File: config.mk
export PLATFORM = sky130hd
export DESIGN_NAME = lcd_memory_and_buzzer_ctrl
export DESIGN_NICKNAME = d
export VERILOG_FILES = /design/src/pkg/lcd_bz_pkg.sv /design/src/rtl/lcd_scan.sv /design/src/rtl/lcd_memory_and_buzzer_ctrl.sv
export SDC_FILE = /design/constraint.sdc
export NUM_CORES = 1
export LEC_CHECK = 0
export BUFFER_PORTS_ARGS = -buffer_cell sky130_fd_sc_hd__buf_2
export CELL_PAD_IN_SITES_DETAIL_PLACEMENT = 1
export CELL_PAD_IN_SITES_GLOBAL_PLACEMENT = 2
export CORE_ASPECT_RATIO = 0.9
export CORE_MARGIN = 10
export CORE_UTILIZATION = 28
export DETAILED_ROUTE_END_ITERATION = 16
export GPL_ROUTABILITY_DRIVEN = 0
export GPL_TIMING_DRIVEN = 0
export HOLD_SLACK_MARGIN = 0.12
export PLACE_DENSITY_LB_ADDON = 0.12
export SYNTH_ARGS = -nofsm -noshare
export SYNTH_HDL_FRONTEND = slang
export SYNTH_SLANG_ARGS = --single-unit
File: constraint.sdc
create_clock -name clk_sys_i -period 2.9 [get_ports clk_sys_i]
set_clock_uncertainty 0.1 [all_clocks]
set_input_delay 0.58 -clock clk_sys_i [delete_from_list [all_inputs] [get_ports clk_sys_i]]
set_output_delay 0.58 -clock clk_sys_i [all_outputs]
set_load 0.02 [all_outputs]
File: src/pkg/lcd_bz_pkg.sv
// Purpose: shared constants and types for the display memory and tone block
// Assumes: 7-bit data memory addresses, 8-bit data
// Notes: build-time choices live as module parameters of the top
package lcd_bz_pkg;

    // ========================================
    // data memory map
    localparam logic [6:0] BANK_SEL_ADDR = 7'h04;
    localparam logic [6:0] RTC_CTRL_ADDR = 7'h09;
    localparam logic [6:0] PORT_A_ADDR = 7'h12;
    localparam logic [6:0] DISP_LO_ADDR = 7'h40;
    localparam logic [6:0] DISP_HI_ADDR = 7'h52;
    localparam int DISP_WORDS = 19;
    localparam int DISP_IDX_W = 5;

    // ========================================
    // register fields and reset values
    localparam logic [7:0] BANK_SEL_RST = 8'h00;
    localparam logic [7:0] RTC_CTRL_RST = 8'h07;
    localparam logic [7:0] RTC_CTRL_WMASK = 8'h17;
    localparam logic [7:0] PORT_A_RST = 8'hFF;
    localparam int BANK_FLAG_BIT = 0;
    localparam int TAP_SEL_LSB = 0;
    localparam int TAP_SEL_W = 3;
    localparam int FAST_DIS_BIT = 4;
    localparam int PA_BIT0 = 0;
    localparam int PA_BIT1 = 1;

    // ========================================
    // clock division
    localparam logic [1:0] SYS_DIV4_LAST = 2'h3;
    localparam int DIV_W = 16;
    localparam int RTC_TAP_BASE = 8;
    localparam int SYNC_STAGES = 3;
    localparam int OSC_INPUTS = 2;
    localparam int OSC_RTC = 0;
    localparam int OSC_WDT = 1;

    // ========================================
    // panel geometry
    localparam int SEG_LINES = 19;
    localparam int MAX_COMS = 4;
    localparam int LAST_SEG = 18;

    typedef enum logic [1:0] {
        SRC_SYS_DIV4 = 2'b00,
        SRC_RTC_OSC = 2'b01,
        SRC_WDT_OSC = 2'b10
    } clk_src_t;

    typedef enum logic [1:0] {
        PH_COM0 = 2'b00,
        PH_COM1 = 2'b01,
        PH_COM2 = 2'b10,
        PH_COM3 = 2'b11
    } scan_phase_t;

    typedef struct packed {
        logic wr;
        logic rd;
        logic indirect;
        logic [6:0] addr;
        logic [7:0] wdata;
    } mem_req_t;

    typedef struct packed {
        logic [MAX_COMS-1:0] com;
        logic [SEG_LINES-1:0] seg;
        logic inv;
    } lcd_drive_t;

endpackage

File: src/rtl/lcd_scan.sv
// Purpose: scans display memory out as common and segment drive levels
// Assumes: one scan step per lcd_tick_i pulse
// Notes: frame polarity flips after each full pass over the commons
`timescale 1ns/1ps
`default_nettype none
module lcd_scan #(
    parameter int NUM_COMS = 3
) (
    input wire logic clk_sys_i,
    input wire logic rstn_i,
    input wire logic lcd_tick_i,
    input wire logic [lcd_bz_pkg::DISP_WORDS-1:0][7:0] disp_i,
    output lcd_bz_pkg::lcd_drive_t drive_o
);
    lcd_bz_pkg::scan_phase_t phase_r;
    lcd_bz_pkg::scan_phase_t phase_nxt;
    logic inv_r;
    logic last_ph;
    lcd_bz_pkg::lcd_drive_t drive_nxt;

    assign last_ph = (phase_r == lcd_bz_pkg::scan_phase_t'(NUM_COMS - 1));

    // ========================================
    // phase sequencing
    always_comb begin
        case (phase_r)
            lcd_bz_pkg::PH_COM0: phase_nxt = lcd_bz_pkg::PH_COM1;
            lcd_bz_pkg::PH_COM1: phase_nxt = lcd_bz_pkg::PH_COM2;
            lcd_bz_pkg::PH_COM2: phase_nxt = lcd_bz_pkg::PH_COM3;
            default: phase_nxt = lcd_bz_pkg::PH_COM0;
        endcase
        if (last_ph) begin
            phase_nxt = lcd_bz_pkg::PH_COM0;
        end
    end

    always_ff @(posedge clk_sys_i or negedge rstn_i) begin
        if (!rstn_i) begin
            phase_r <= lcd_bz_pkg::PH_COM0;
            inv_r <= 1'b0;
        end else if (lcd_tick_i) begin
            phase_r <= phase_nxt;
            if (last_ph) begin
                inv_r <= ~inv_r;
            end
        end
    end

    // ========================================
    // drive levels
    genvar c;
    genvar s;
    generate
        for (c = 0; c < lcd_bz_pkg::MAX_COMS; c++) begin : g_com
            assign drive_nxt.com[c] = ((c < NUM_COMS) && (phase_r == c)) ^ inv_r;
        end
        for (s = 0; s < lcd_bz_pkg::SEG_LINES; s++) begin : g_seg
            if (s == lcd_bz_pkg::LAST_SEG) begin : g_last
                assign drive_nxt.seg[s] = (NUM_COMS == lcd_bz_pkg::MAX_COMS) ?
                    drive_nxt.com[lcd_bz_pkg::MAX_COMS-1] : disp_i[s][phase_r] ^ inv_r;
            end else begin : g_norm
                assign drive_nxt.seg[s] = disp_i[s][phase_r] ^ inv_r;
            end
        end
    endgenerate
    assign drive_nxt.inv = inv_r;

    always_ff @(posedge clk_sys_i or negedge rstn_i) begin
        if (!rstn_i) begin
            drive_o <= '0;
        end else begin
            drive_o <= drive_nxt;
        end
    end

endmodule
`default_nettype wire

File: src/rtl/lcd_memory_and_buzzer_ctrl.sv
// Purpose: display memory overlay, tone output, rtc control and clock dividers
// Assumes: core presents one data memory access per cycle on mem_req_i
// Notes: all build options are parameters fixed before reset release
//
// Behaviour
// - display memory occupies bank one addresses 40H to 52H over general RAM
// - bank flag at address 04H steers overlaid accesses
// - bank flag one: indirect writes in range land in display memory
// - bank flag zero: writes in range go to general RAM
// - display memory reached only by indirect access through pointer one
// - driver fetches display memory continuously on its own
// - stored one lights an element, zero blanks it
// - two, three or four commons chosen at build time
// - with four commons the last segment line becomes a common
// - lcd clock is source divided by 2^2 to 2^8
// - optional tone and its complement on port A bits zero and one
// - clearing port A bits zero and one together starts the tone
// - writing one to port A bit zero stops the tone
// - tone is source divided by 2^2 to 2^9
// - three-bit field picks one of eight rtc prescaler taps
// - fast rtc start-up bit: zero enables, one disables, resets zero
// - rtc control bits seven to five and bit three read zero
// - source clock is system clock/4, rtc or watchdog oscillator
`timescale 1ns/1ps
`default_nettype none
module lcd_memory_and_buzzer_ctrl #(
    parameter int NUM_COMS = 3,
    parameter bit TONE_EN = 1'b1,
    parameter int TONE_DIV_EXP = 4,
    parameter int LCD_DIV_EXP = 4,
    parameter lcd_bz_pkg::clk_src_t CLK_SRC = lcd_bz_pkg::SRC_SYS_DIV4
) (
    input wire logic clk_sys_i,
    input wire logic rstn_i,
    input wire lcd_bz_pkg::mem_req_t mem_req_i,
    output logic [7:0] rd_data_o,
    output logic rd_valid_o,
    output logic claim_o,
    output logic gp_ram_sel_o,
    input wire logic rtc_osc_i,
    input wire logic wdt_osc_i,
    output logic rtc_tap_o,
    output logic rtc_fast_dis_o,
    output lcd_bz_pkg::lcd_drive_t lcd_drive_o,
    output logic port_a_bit_zero_o,
    output logic port_a_bit_one_o,
    output logic tone_active_o
);
    // ========================================
    // access decode
    logic in_range;
    logic disp_hit;
    logic bank_hit;
    logic rtc_hit;
    logic pa_hit;
    logic bank_flag;
    logic [lcd_bz_pkg::DISP_IDX_W-1:0] disp_idx;
    logic [7:0] bank_sel_r;
    logic [7:0] rtc_ctrl_r;
    logic [lcd_bz_pkg::DISP_WORDS-1:0][7:0] disp_mem_r;
    logic [7:0] rd_mux;
    logic [6:0] idx_full;

    assign bank_flag = bank_sel_r[lcd_bz_pkg::BANK_FLAG_BIT];
    assign in_range = (mem_req_i.addr >= lcd_bz_pkg::DISP_LO_ADDR) &&
                      (mem_req_i.addr <= lcd_bz_pkg::DISP_HI_ADDR);
    assign disp_hit = in_range && bank_flag && mem_req_i.indirect;
    assign bank_hit = (mem_req_i.addr == lcd_bz_pkg::BANK_SEL_ADDR);
    assign rtc_hit = (mem_req_i.addr == lcd_bz_pkg::RTC_CTRL_ADDR);
    assign pa_hit = (mem_req_i.addr == lcd_bz_pkg::PORT_A_ADDR);
    assign idx_full = mem_req_i.addr - lcd_bz_pkg::DISP_LO_ADDR;
    assign disp_idx = idx_full[lcd_bz_pkg::DISP_IDX_W-1:0];
    assign claim_o = disp_hit || bank_hit || rtc_hit;
    assign gp_ram_sel_o = in_range && !disp_hit;

    // ========================================
    // registers
    always_ff @(posedge clk_sys_i or negedge rstn_i) begin
        if (!rstn_i) begin
            bank_sel_r <= lcd_bz_pkg::BANK_SEL_RST;
        end else if (mem_req_i.wr && bank_hit) begin
            bank_sel_r <= mem_req_i.wdata;
        end
    end

    always_ff @(posedge clk_sys_i or negedge rstn_i) begin
        if (!rstn_i) begin
            rtc_ctrl_r <= lcd_bz_pkg::RTC_CTRL_RST;
        end else if (mem_req_i.wr && rtc_hit) begin
            rtc_ctrl_r <= mem_req_i.wdata & lcd_bz_pkg::RTC_CTRL_WMASK;
        end
    end
    assign rtc_fast_dis_o = rtc_ctrl_r[lcd_bz_pkg::FAST_DIS_BIT];

    always_ff @(posedge clk_sys_i or negedge rstn_i) begin
        if (!rstn_i) begin
            disp_mem_r <= '0;
        end else if (mem_req_i.wr && disp_hit) begin
            disp_mem_r[disp_idx] <= mem_req_i.wdata;
        end
    end

    // ========================================
    // read path
    always_comb begin
        rd_mux = 8'h00;
        if (disp_hit) begin
            rd_mux = disp_mem_r[disp_idx];
        end else if (bank_hit) begin
            rd_mux = bank_sel_r;
        end else if (rtc_hit) begin
            rd_mux = rtc_ctrl_r;
        end
    end

    always_ff @(posedge clk_sys_i or negedge rstn_i) begin
        if (!rstn_i) begin
            rd_data_o <= 8'h00;
            rd_valid_o <= 1'b0;
        end else begin
            rd_valid_o <= mem_req_i.rd && claim_o;
            if (mem_req_i.rd && claim_o) begin
                rd_data_o <= rd_mux;
            end
        end
    end

    // ========================================
    // oscillator synchronisers
    logic [lcd_bz_pkg::OSC_INPUTS-1:0] osc_pin;
    logic [lcd_bz_pkg::OSC_INPUTS-1:0] osc_s1_r;
    logic [lcd_bz_pkg::OSC_INPUTS-1:0] osc_s2_r;
    logic [lcd_bz_pkg::OSC_INPUTS-1:0] osc_s3_r;
    logic [lcd_bz_pkg::OSC_INPUTS-1:0] osc_filt_r;
    logic [lcd_bz_pkg::OSC_INPUTS-1:0] osc_rise;

    assign osc_pin = {wdt_osc_i, rtc_osc_i};
    genvar g;
    generate
        for (g = 0; g < lcd_bz_pkg::OSC_INPUTS; g++) begin : g_sync
            always_ff @(posedge clk_sys_i or negedge rstn_i) begin
                if (!rstn_i) begin
                    osc_s1_r[g] <= 1'b0;
                    osc_s2_r[g] <= 1'b0;
                    osc_s3_r[g] <= 1'b0;
                    osc_filt_r[g] <= 1'b0;
                end else begin
                    osc_s1_r[g] <= osc_pin[g];
                    osc_s2_r[g] <= osc_s1_r[g];
                    osc_s3_r[g] <= osc_s2_r[g];
                    if (osc_s2_r[g] == osc_s3_r[g]) begin
                        osc_filt_r[g] <= osc_s3_r[g];
                    end
                end
            end
            assign osc_rise[g] = (osc_s2_r[g] == osc_s3_r[g]) && osc_s3_r[g] &&
                                 !osc_filt_r[g];
        end
    endgenerate

    // ========================================
    // source clock and divider chain
    logic [1:0] sys_div_r;
    logic src_tick;
    logic [lcd_bz_pkg::DIV_W-1:0] div_cnt_r;
    logic [lcd_bz_pkg::DIV_W-1:0] div_nxt;
    logic lcd_tick;
    logic [lcd_bz_pkg::TAP_SEL_W-1:0] tap_sel;

    always_ff @(posedge clk_sys_i or negedge rstn_i) begin
        if (!rstn_i) begin
            sys_div_r <= 2'h0;
        end else begin
            sys_div_r <= sys_div_r + 2'h1;
        end
    end

    always_comb begin
        case (CLK_SRC)
            lcd_bz_pkg::SRC_RTC_OSC: src_tick = osc_rise[lcd_bz_pkg::OSC_RTC];
            lcd_bz_pkg::SRC_WDT_OSC: src_tick = osc_rise[lcd_bz_pkg::OSC_WDT];
            default: src_tick = (sys_div_r == lcd_bz_pkg::SYS_DIV4_LAST);
        endcase
    end

    assign div_nxt = div_cnt_r + 1'b1;
    always_ff @(posedge clk_sys_i or negedge rstn_i) begin
        if (!rstn_i) begin
            div_cnt_r <= '0;
        end else if (src_tick) begin
            div_cnt_r <= div_nxt;
        end
    end

    assign lcd_tick = src_tick && div_nxt[LCD_DIV_EXP-1] && !div_cnt_r[LCD_DIV_EXP-1];

    assign tap_sel = rtc_ctrl_r[lcd_bz_pkg::TAP_SEL_LSB +: lcd_bz_pkg::TAP_SEL_W];
    always_ff @(posedge clk_sys_i or negedge rstn_i) begin
        if (!rstn_i) begin
            rtc_tap_o <= 1'b0;
        end else begin
            rtc_tap_o <= div_cnt_r[lcd_bz_pkg::RTC_TAP_BASE + int'(tap_sel)];
        end
    end

    // ========================================
    // tone control on port A bits zero and one
    logic tone_on_r;
    logic pa0_lat_r;
    logic pa1_lat_r;
    logic tone;

    assign tone = div_cnt_r[TONE_DIV_EXP-1];
    always_ff @(posedge clk_sys_i or negedge rstn_i) begin
        if (!rstn_i) begin
            pa0_lat_r <= lcd_bz_pkg::PORT_A_RST[lcd_bz_pkg::PA_BIT0];
            pa1_lat_r <= lcd_bz_pkg::PORT_A_RST[lcd_bz_pkg::PA_BIT1];
        end else if (mem_req_i.wr && pa_hit) begin
            pa0_lat_r <= mem_req_i.wdata[lcd_bz_pkg::PA_BIT0];
            pa1_lat_r <= mem_req_i.wdata[lcd_bz_pkg::PA_BIT1];
        end
    end

    always_ff @(posedge clk_sys_i or negedge rstn_i) begin
        if (!rstn_i) begin
            tone_on_r <= 1'b0;
        end else if (TONE_EN && mem_req_i.wr && pa_hit) begin
            if (mem_req_i.wdata[lcd_bz_pkg::PA_BIT0]) begin
                tone_on_r <= 1'b0;
            end else if (!mem_req_i.wdata[lcd_bz_pkg::PA_BIT1]) begin
                tone_on_r <= 1'b1;
            end
        end
    end
    assign tone_active_o = tone_on_r;

    always_ff @(posedge clk_sys_i or negedge rstn_i) begin
        if (!rstn_i) begin
            port_a_bit_zero_o <= lcd_bz_pkg::PORT_A_RST[lcd_bz_pkg::PA_BIT0];
            port_a_bit_one_o <= lcd_bz_pkg::PORT_A_RST[lcd_bz_pkg::PA_BIT1];
        end else if (tone_on_r) begin
            port_a_bit_zero_o <= tone;
            port_a_bit_one_o <= ~tone;
        end else begin
            port_a_bit_zero_o <= pa0_lat_r;
            port_a_bit_one_o <= pa1_lat_r;
        end
    end

    // ========================================
    // panel scan
    lcd_scan #(
        .NUM_COMS(NUM_COMS)
    ) u_scan (
        .clk_sys_i(clk_sys_i),
        .rstn_i(rstn_i),
        .lcd_tick_i(lcd_tick),
        .disp_i(disp_mem_r),
        .drive_o(lcd_drive_o)
    );

    // ========================================
    // checks
    logic [lcd_bz_pkg::DISP_IDX_W-1:0] chk_idx_r;
    logic [7:0] chk_data_r;
    always_ff @(posedge clk_sys_i or negedge rstn_i) begin
        if (!rstn_i) begin
            chk_idx_r <= '0;
            chk_data_r <= 8'h00;
        end else begin
            chk_idx_r <= disp_idx;
            chk_data_r <= mem_req_i.wdata;
        end
    end
endmodule
`default_nettype wire

; Yosys cells after proc, flatten, opt, wreduce, memory -nomap -nowiden
; Index checks and enable logic that the tools add are counted.
[word_totals]
reg_bits = 224
[classes]
add_sub_neg = 4
n_lt_le_gt_ge = 6
n_eq_ne = 7
n_mux = 55
n_bitwise = 24
n_reduce_logical = 19
[op_table]
columns = op, count
row1 = $bwmux W152, 1
row2 = $bmux W8 S5, 1
row3 = $demux W8 S5, 1
row4 = $bmux W1 S2, 19
row5 = $mux W8, 4
row6 = $mux W1, 25
row7 = $xor A1 B1 Y1, 22
row8 = $add A16 B1 Y16 const B, 1
row9 = $logic_and A1 B1 Y1, 12
row10 = $eq A7 B3 Y1 const B, 1
row11 = $eq A7 B4 Y1 const B, 1
row12 = $eq A7 B5 Y1 const B, 1
row13 = $ge A7 B7 Y1 const B, 1
row14 = $le A7 B7 Y1 const B, 1
row15 = $lt A5 B6 Y1 const B, 1
row16 = $add A4 B3 Y5 const A, 1
row17 = $ge A5 B1 Y1 const B, 1
row18 = $lt A5 B5 Y1 const B, 1
row19 = $mux W5, 1
row20 = $sub A5 B1 Y5 const B, 1
row21 = $bmux W1 S4, 1
row22 = $eq A2 B2 Y1 const B, 2
row23 = $lt A2 B4 Y1 const B, 1
row24 = $pmux W2 S2, 1
row25 = 9 further kinds, 13

; Longest topological paths before layout
[depth]
depth_word = 7
depth_mapped = 9

; Hierarchy
; From an unflattened synthesis, not the netlist that was laid out.
[unflattened]
hier_cells = 759
hier_area_um2 = 10694.0
[by_module_without_submodules]
columns = mod, instances, cells_each, area_per_inst_um2, seq_area_each_um2
row1 = lcd_memory_and_buzzer_ctrl, 1, 674, 9275.1, 4938.5
row2 = lcd_scan, 1, 85, 1418.9, 650.6

; Worst setup path after synthesis
; OpenSTA, ideal clock, no wires.
[synth_timing]
kind = input -> output
from = input port mem_req_i[11] in the netlist's numbering
to = output port claim_o
arrival_ps = 1934
required_time_ps = 2220
path_slack_ps = 286
cell_stages = 5
n_path_buf = 2
path_cell_list = buf_6 -> or3b_1 -> buf_2 -> nor4_4 -> or3_1
[synth_via]
elab_chain_len = 6
elab_cells_between_ends = 9
classes_between = 2 x order compare / 2 x eq/ne / 5 x reduce/logical
[synth_lines]
columns = element, line
row1 = "start, declared", lcd_memory_and_buzzer_ctrl.sv:35  ; input wire lcd_bz_pkg::mem_req_t mem_req_i,
row2 = $ge A7 B7 Y1 / $le A7 B7 Y1 (equally long branches), "lcd_memory_and_buzzer_ctrl.sv:65, lcd_memory_and_buzzer_ctrl.sv:66"
row3 = $logic_and A1 B1 Y1, lcd_memory_and_buzzer_ctrl.sv:65  ; assign in_range = (mem_req_i.addr >= lcd_bz_pkg::DISP_LO_ADDR) &&
row4 = $logic_and A1 B1 Y1 (2 in series), lcd_memory_and_buzzer_ctrl.sv:67  ; assign disp_hit = in_range && bank_flag && mem_req_i.indirect;
row5 = $logic_or A1 B1 Y1, lcd_memory_and_buzzer_ctrl.sv:73  ; assign claim_o = disp_hit || bank_hit || rtc_hit;
row6 = $logic_or A1 B1 Y1 *, lcd_memory_and_buzzer_ctrl.sv:73
row7 = "end, declared", lcd_memory_and_buzzer_ctrl.sv:38  ; output logic claim_o,
; Mark *: on every way between the ends. The rest lies on a longest branch, timed or not.

; Worst setup path after layout
[layout_timing]
from = input port mem_req_i[12] in the netlist's numbering
to = output port claim_o
; The elaborated chain is that of the path after synthesis.

==> results.sh <==
export IMPL_worstSetupPathType="in2out"
export IMPL_dieWidth_um=225
export IMPL_finalInstanceArea_um2=12500
export IMPL_postPlaceCellArea_um2=11500
export IMPL_layout_drive_gt1_share_pct=42.6
export IMPL_synth_fa_ha_area_share_pct=0.237
export IMPL_end_kind="output port"
export IMPL_overflow=0
export IMPL_synth_edf_count=0
export IMPL_synthTopCellsByCount="dfrtp_1 (216), mux2_2 (182), clkbuf_1 (33), mux2i_1 (33), mux4_2 (31)"
export IMPL_port_buffers=53
export IMPL_wirelength_um=31000
export IMPL_place_hpwl_um=22700
export IMPL_grt_usage_pct=13.7
export IMPL_min_to="disp_mem_r[124]$_DFFE_PN0P_"
export IMPL_status="completed"
export IMPL_drv_slew=0
export IMPL_finalCriticalPeriod_ns=2.81
export IMPL_vias_per_cell=4.91
export IMPL_synth_area_leaders="dfrtp_1 (51%), mux2_2 (19%), mux4_2 (6.6%), mux2i_1 (3.1%), xor2_1 (2.2%)"
export IMPL_ant_nets=0
export IMPL_syn_to_final_growth_pct=18.3
export IMPL_cts_inserted_buffers=28
export IMPL_max_clock_freq_ghz=0.356
export IMPL_finalHoldViolCount=0
export IMPL_rows=67
export IMPL_synth_top_family_by_area="multiplexers"
export IMPL_wl_per_cell_um=23.1
export IMPL_tightest_slew_ns=0.948
export IMPL_p_int_w=0.00552
export IMPL_ioPinCount=62
export IMPL_start_util_pct=28.4
export IMPL_num_antenna_cells=0
export IMPL_grt_pass1_vias=7389
export IMPL_max_cap_violations=0
export IMPL_synth_simple_gate_area_share_pct=6.93
export IMPL_crit_required_ns=2.22
export IMPL_cts_sinks=223
export IMPL_critPathLaunchType="input port"
export IMPL_insertion_delay_ns=0.55
export IMPL_drc=0
export IMPL_antenna_found_initial=0
export IMPL_r2r_slack_ns=0.29
export IMPL_cts_root_buf="clkbuf_16"
export IMPL_clk_path_buf_depth=3
export IMPL_vias=6588
export IMPL_fp_dieH_um=204
export IMPL_synthArstFlopShare_pct=100
export IMPL_synth_xor_area_share_pct=3.15
export IMPL_synth_mux_area_share_pct=29.9
export IMPL_ctsHtreeMaxLevel=1
export IMPL_r2r_start="bank_sel_r[0]$_DFFE_PN0P_"
export IMPL_ys_flop_type="dfrtp_1"
export IMPL_nets=862
export IMPL_dieArea_um2=45900
export IMPL_firstDrtPassIters=4
export IMPL_drt_iter0_markers=292
export IMPL_grt_pass1_wl_um=47600
export IMPL_power_frac_comb_pct=5.8
export IMPL_grt_max_degree=103
export IMPL_ir_drop_uv=411
export IMPL_ys_seq_area_share_pct=53.0
export IMPL_synth_seq_cells=223
export IMPL_hold_path_class="in2reg"
export IMPL_yosysMostFrequentCell="dfrtp_1"
export IMPL_core_um2=37200
export IMPL_syn_instance_count=750
export IMPL_synth_compound_area_share_pct=4.35
export IMPL_cts_clk_slew_worst_paths_ns=0.05
export IMPL_setup_viol=0
export IMPL_synth_avg_cell_area_um2=14.1
export IMPL_r2r_end="disp_mem_r[57]$_DFFE_PN0P_"
export IMPL_switching_share_pct=23.0
export IMPL_switchingPower_w=0.00165
export IMPL_synth_largest_area_cell="dfrtp_1"
export IMPL_synth_top_area_share_pct=51.2
export IMPL_hp_start="mem_req_i[4]"
export IMPL_syn_area_um2=10600
export IMPL_slew_headroom_pct=36.8
export IMPL_rsz0062_at_grt="no"
export IMPL_p_leak_nw=6.08
export IMPL_min_period_over_period_pct=96.9
export IMPL_clockPowerShare_pct=49.5
export IMPL_holdPathStages=2
export IMPL_path_max_fanout=4
export IMPL_rr_worst_depth=6
export IMPL_p_per_area_nw_per_um2=575
export IMPL_ys_warnings_count=0
export IMPL_cp_arrival_ns=2.13
export IMPL_final_util_pct=33.6
export IMPL_cts_tree="built"
export IMPL_seqPwrFrac_pct=44.7
export IMPL_synth_nets=774
export IMPL_ys_types=57
export IMPL_final_setup_tns_ns=0
## layout by cell type, fill, tap and decap left out, drive strengths merged, types with 7 or more instances in the layout
cell type	n
clkinv	8
a21oi	7
xnor2	12
o21ai	11
nor2	32
nand2	25
o22ai	22
clkbuf	78
dfrtp	216
nand2b	11
mux2i	33
buf	76
mux4	31
xor2	26
dfstp	7
nand4	9
a22oi	7
mux2	189
## sequential cells by signal, indices dropped and copies added, names as in the netlist
signal and flops:
disp_mem_r 152, u_scan.drive_o 23, div_cnt_r 16, bank_sel_r 8
rd_data_o 8, rtc_ctrl_r 4, sys_div_r 2, u_scan.phase_r 2
pa0_lat_r 1, pa1_lat_r 1, port_a_bit_one_o 1, port_a_bit_zero_o 1
rd_valid_o 1, rtc_tap_o 1, tone_active_o 1, u_scan.inv_r 1
## area by class of cell
type	instances	area, um^2
timing repair buffer	58	355
fill	3927	24700
buffer	54	230
inverter	7	31.3
sequential	223	5590
multi-input combinational	466	4710
clock buffer	43	868
tap	483	604
clock inverter	9	95.1
## worst max-delay path, cell delays in order
cell and delay (ns):
buf_2 0.13, or3b_1 0.36, clkbuf_1 0.31, nor4b_4 0.39, or3_1 0.18, buf_2 0.17
## cell families after synthesis
kind of cell,after synthesis
buffers and inverters,61
adders and majority gates,2
xor gates and xnor gates,38
AOI/OAI and AO/OA,66
and+or+nand+nor,107
muxes,253
DFF,223
## metrics by stage
step                power (W)  setup slack [ns]  hold slack, ns  cells
floorplan             0.00346             0.286           0.184    750
global placement      0.00367             -2.78           0.260   1286
detailed placement    0.00369            -0.505           0.267   1288
CTS                   0.00733            0.0731           0.176   1343
global route          0.00748           0.00468           0.189   1343
finish                0.00718            0.0897           0.202   1343
## worst max path at each step
stage | startpoint | end | slack [ns] | cells past startpoint
floorplan | mem_req_i[11] | claim_o | 0.29 | 5
global placement | rstn_i | disp_mem_r[77]$_DFFE_PN0P_ | -2.78 | 1
detailed placement | mem_req_i[11] | rd_data_o[6]$_DFFE_PN0P_ | -0.51 | 8
CTS | mem_req_i[12] | claim_o | 0.07 | 6
global route | mem_req_i[10] | rd_data_o[5]$_DFFE_PN0P_ | 0.005 | 7
finish | mem_req_i[12] | claim_o | 0.09 | 6
## power groups by stage
stage / Clock (W) / Combinational, W / Sequential, W
finish: 0.00356 / 0.000414 / 0.00321
global route: 0.00381 / 0.000458 / 0.00321
CTS: 0.00369 / 0.000430 / 0.00321
detailed placement: 0 / 0.000426 / 0.00326
global placement: 0 / 0.000410 / 0.00326
floorplan: 0 / 0.000171 / 0.00329
## metal layers
layer | vias to the layer above | wire length, um | global-route usage (%)
met5 | - | 0 | 0
met4 | 0 | 653 | 3.13
met3 | 37 | 1060 | 2.19
met2 | 95 | 14800 | 22.8
met1 | 3505 | 14500 | 18.3
li1 | 2951 | - | -
## repair_timing
action                                 CTS  global route
gates resized for setup                  1             2
endpoints found under the hold margin   23             0
hold buffers                             1             0
pin swaps                                2             0
buffers inserted                         2             0
setup endpoints to repair                1             9
(Power assumes the default switching activity.)
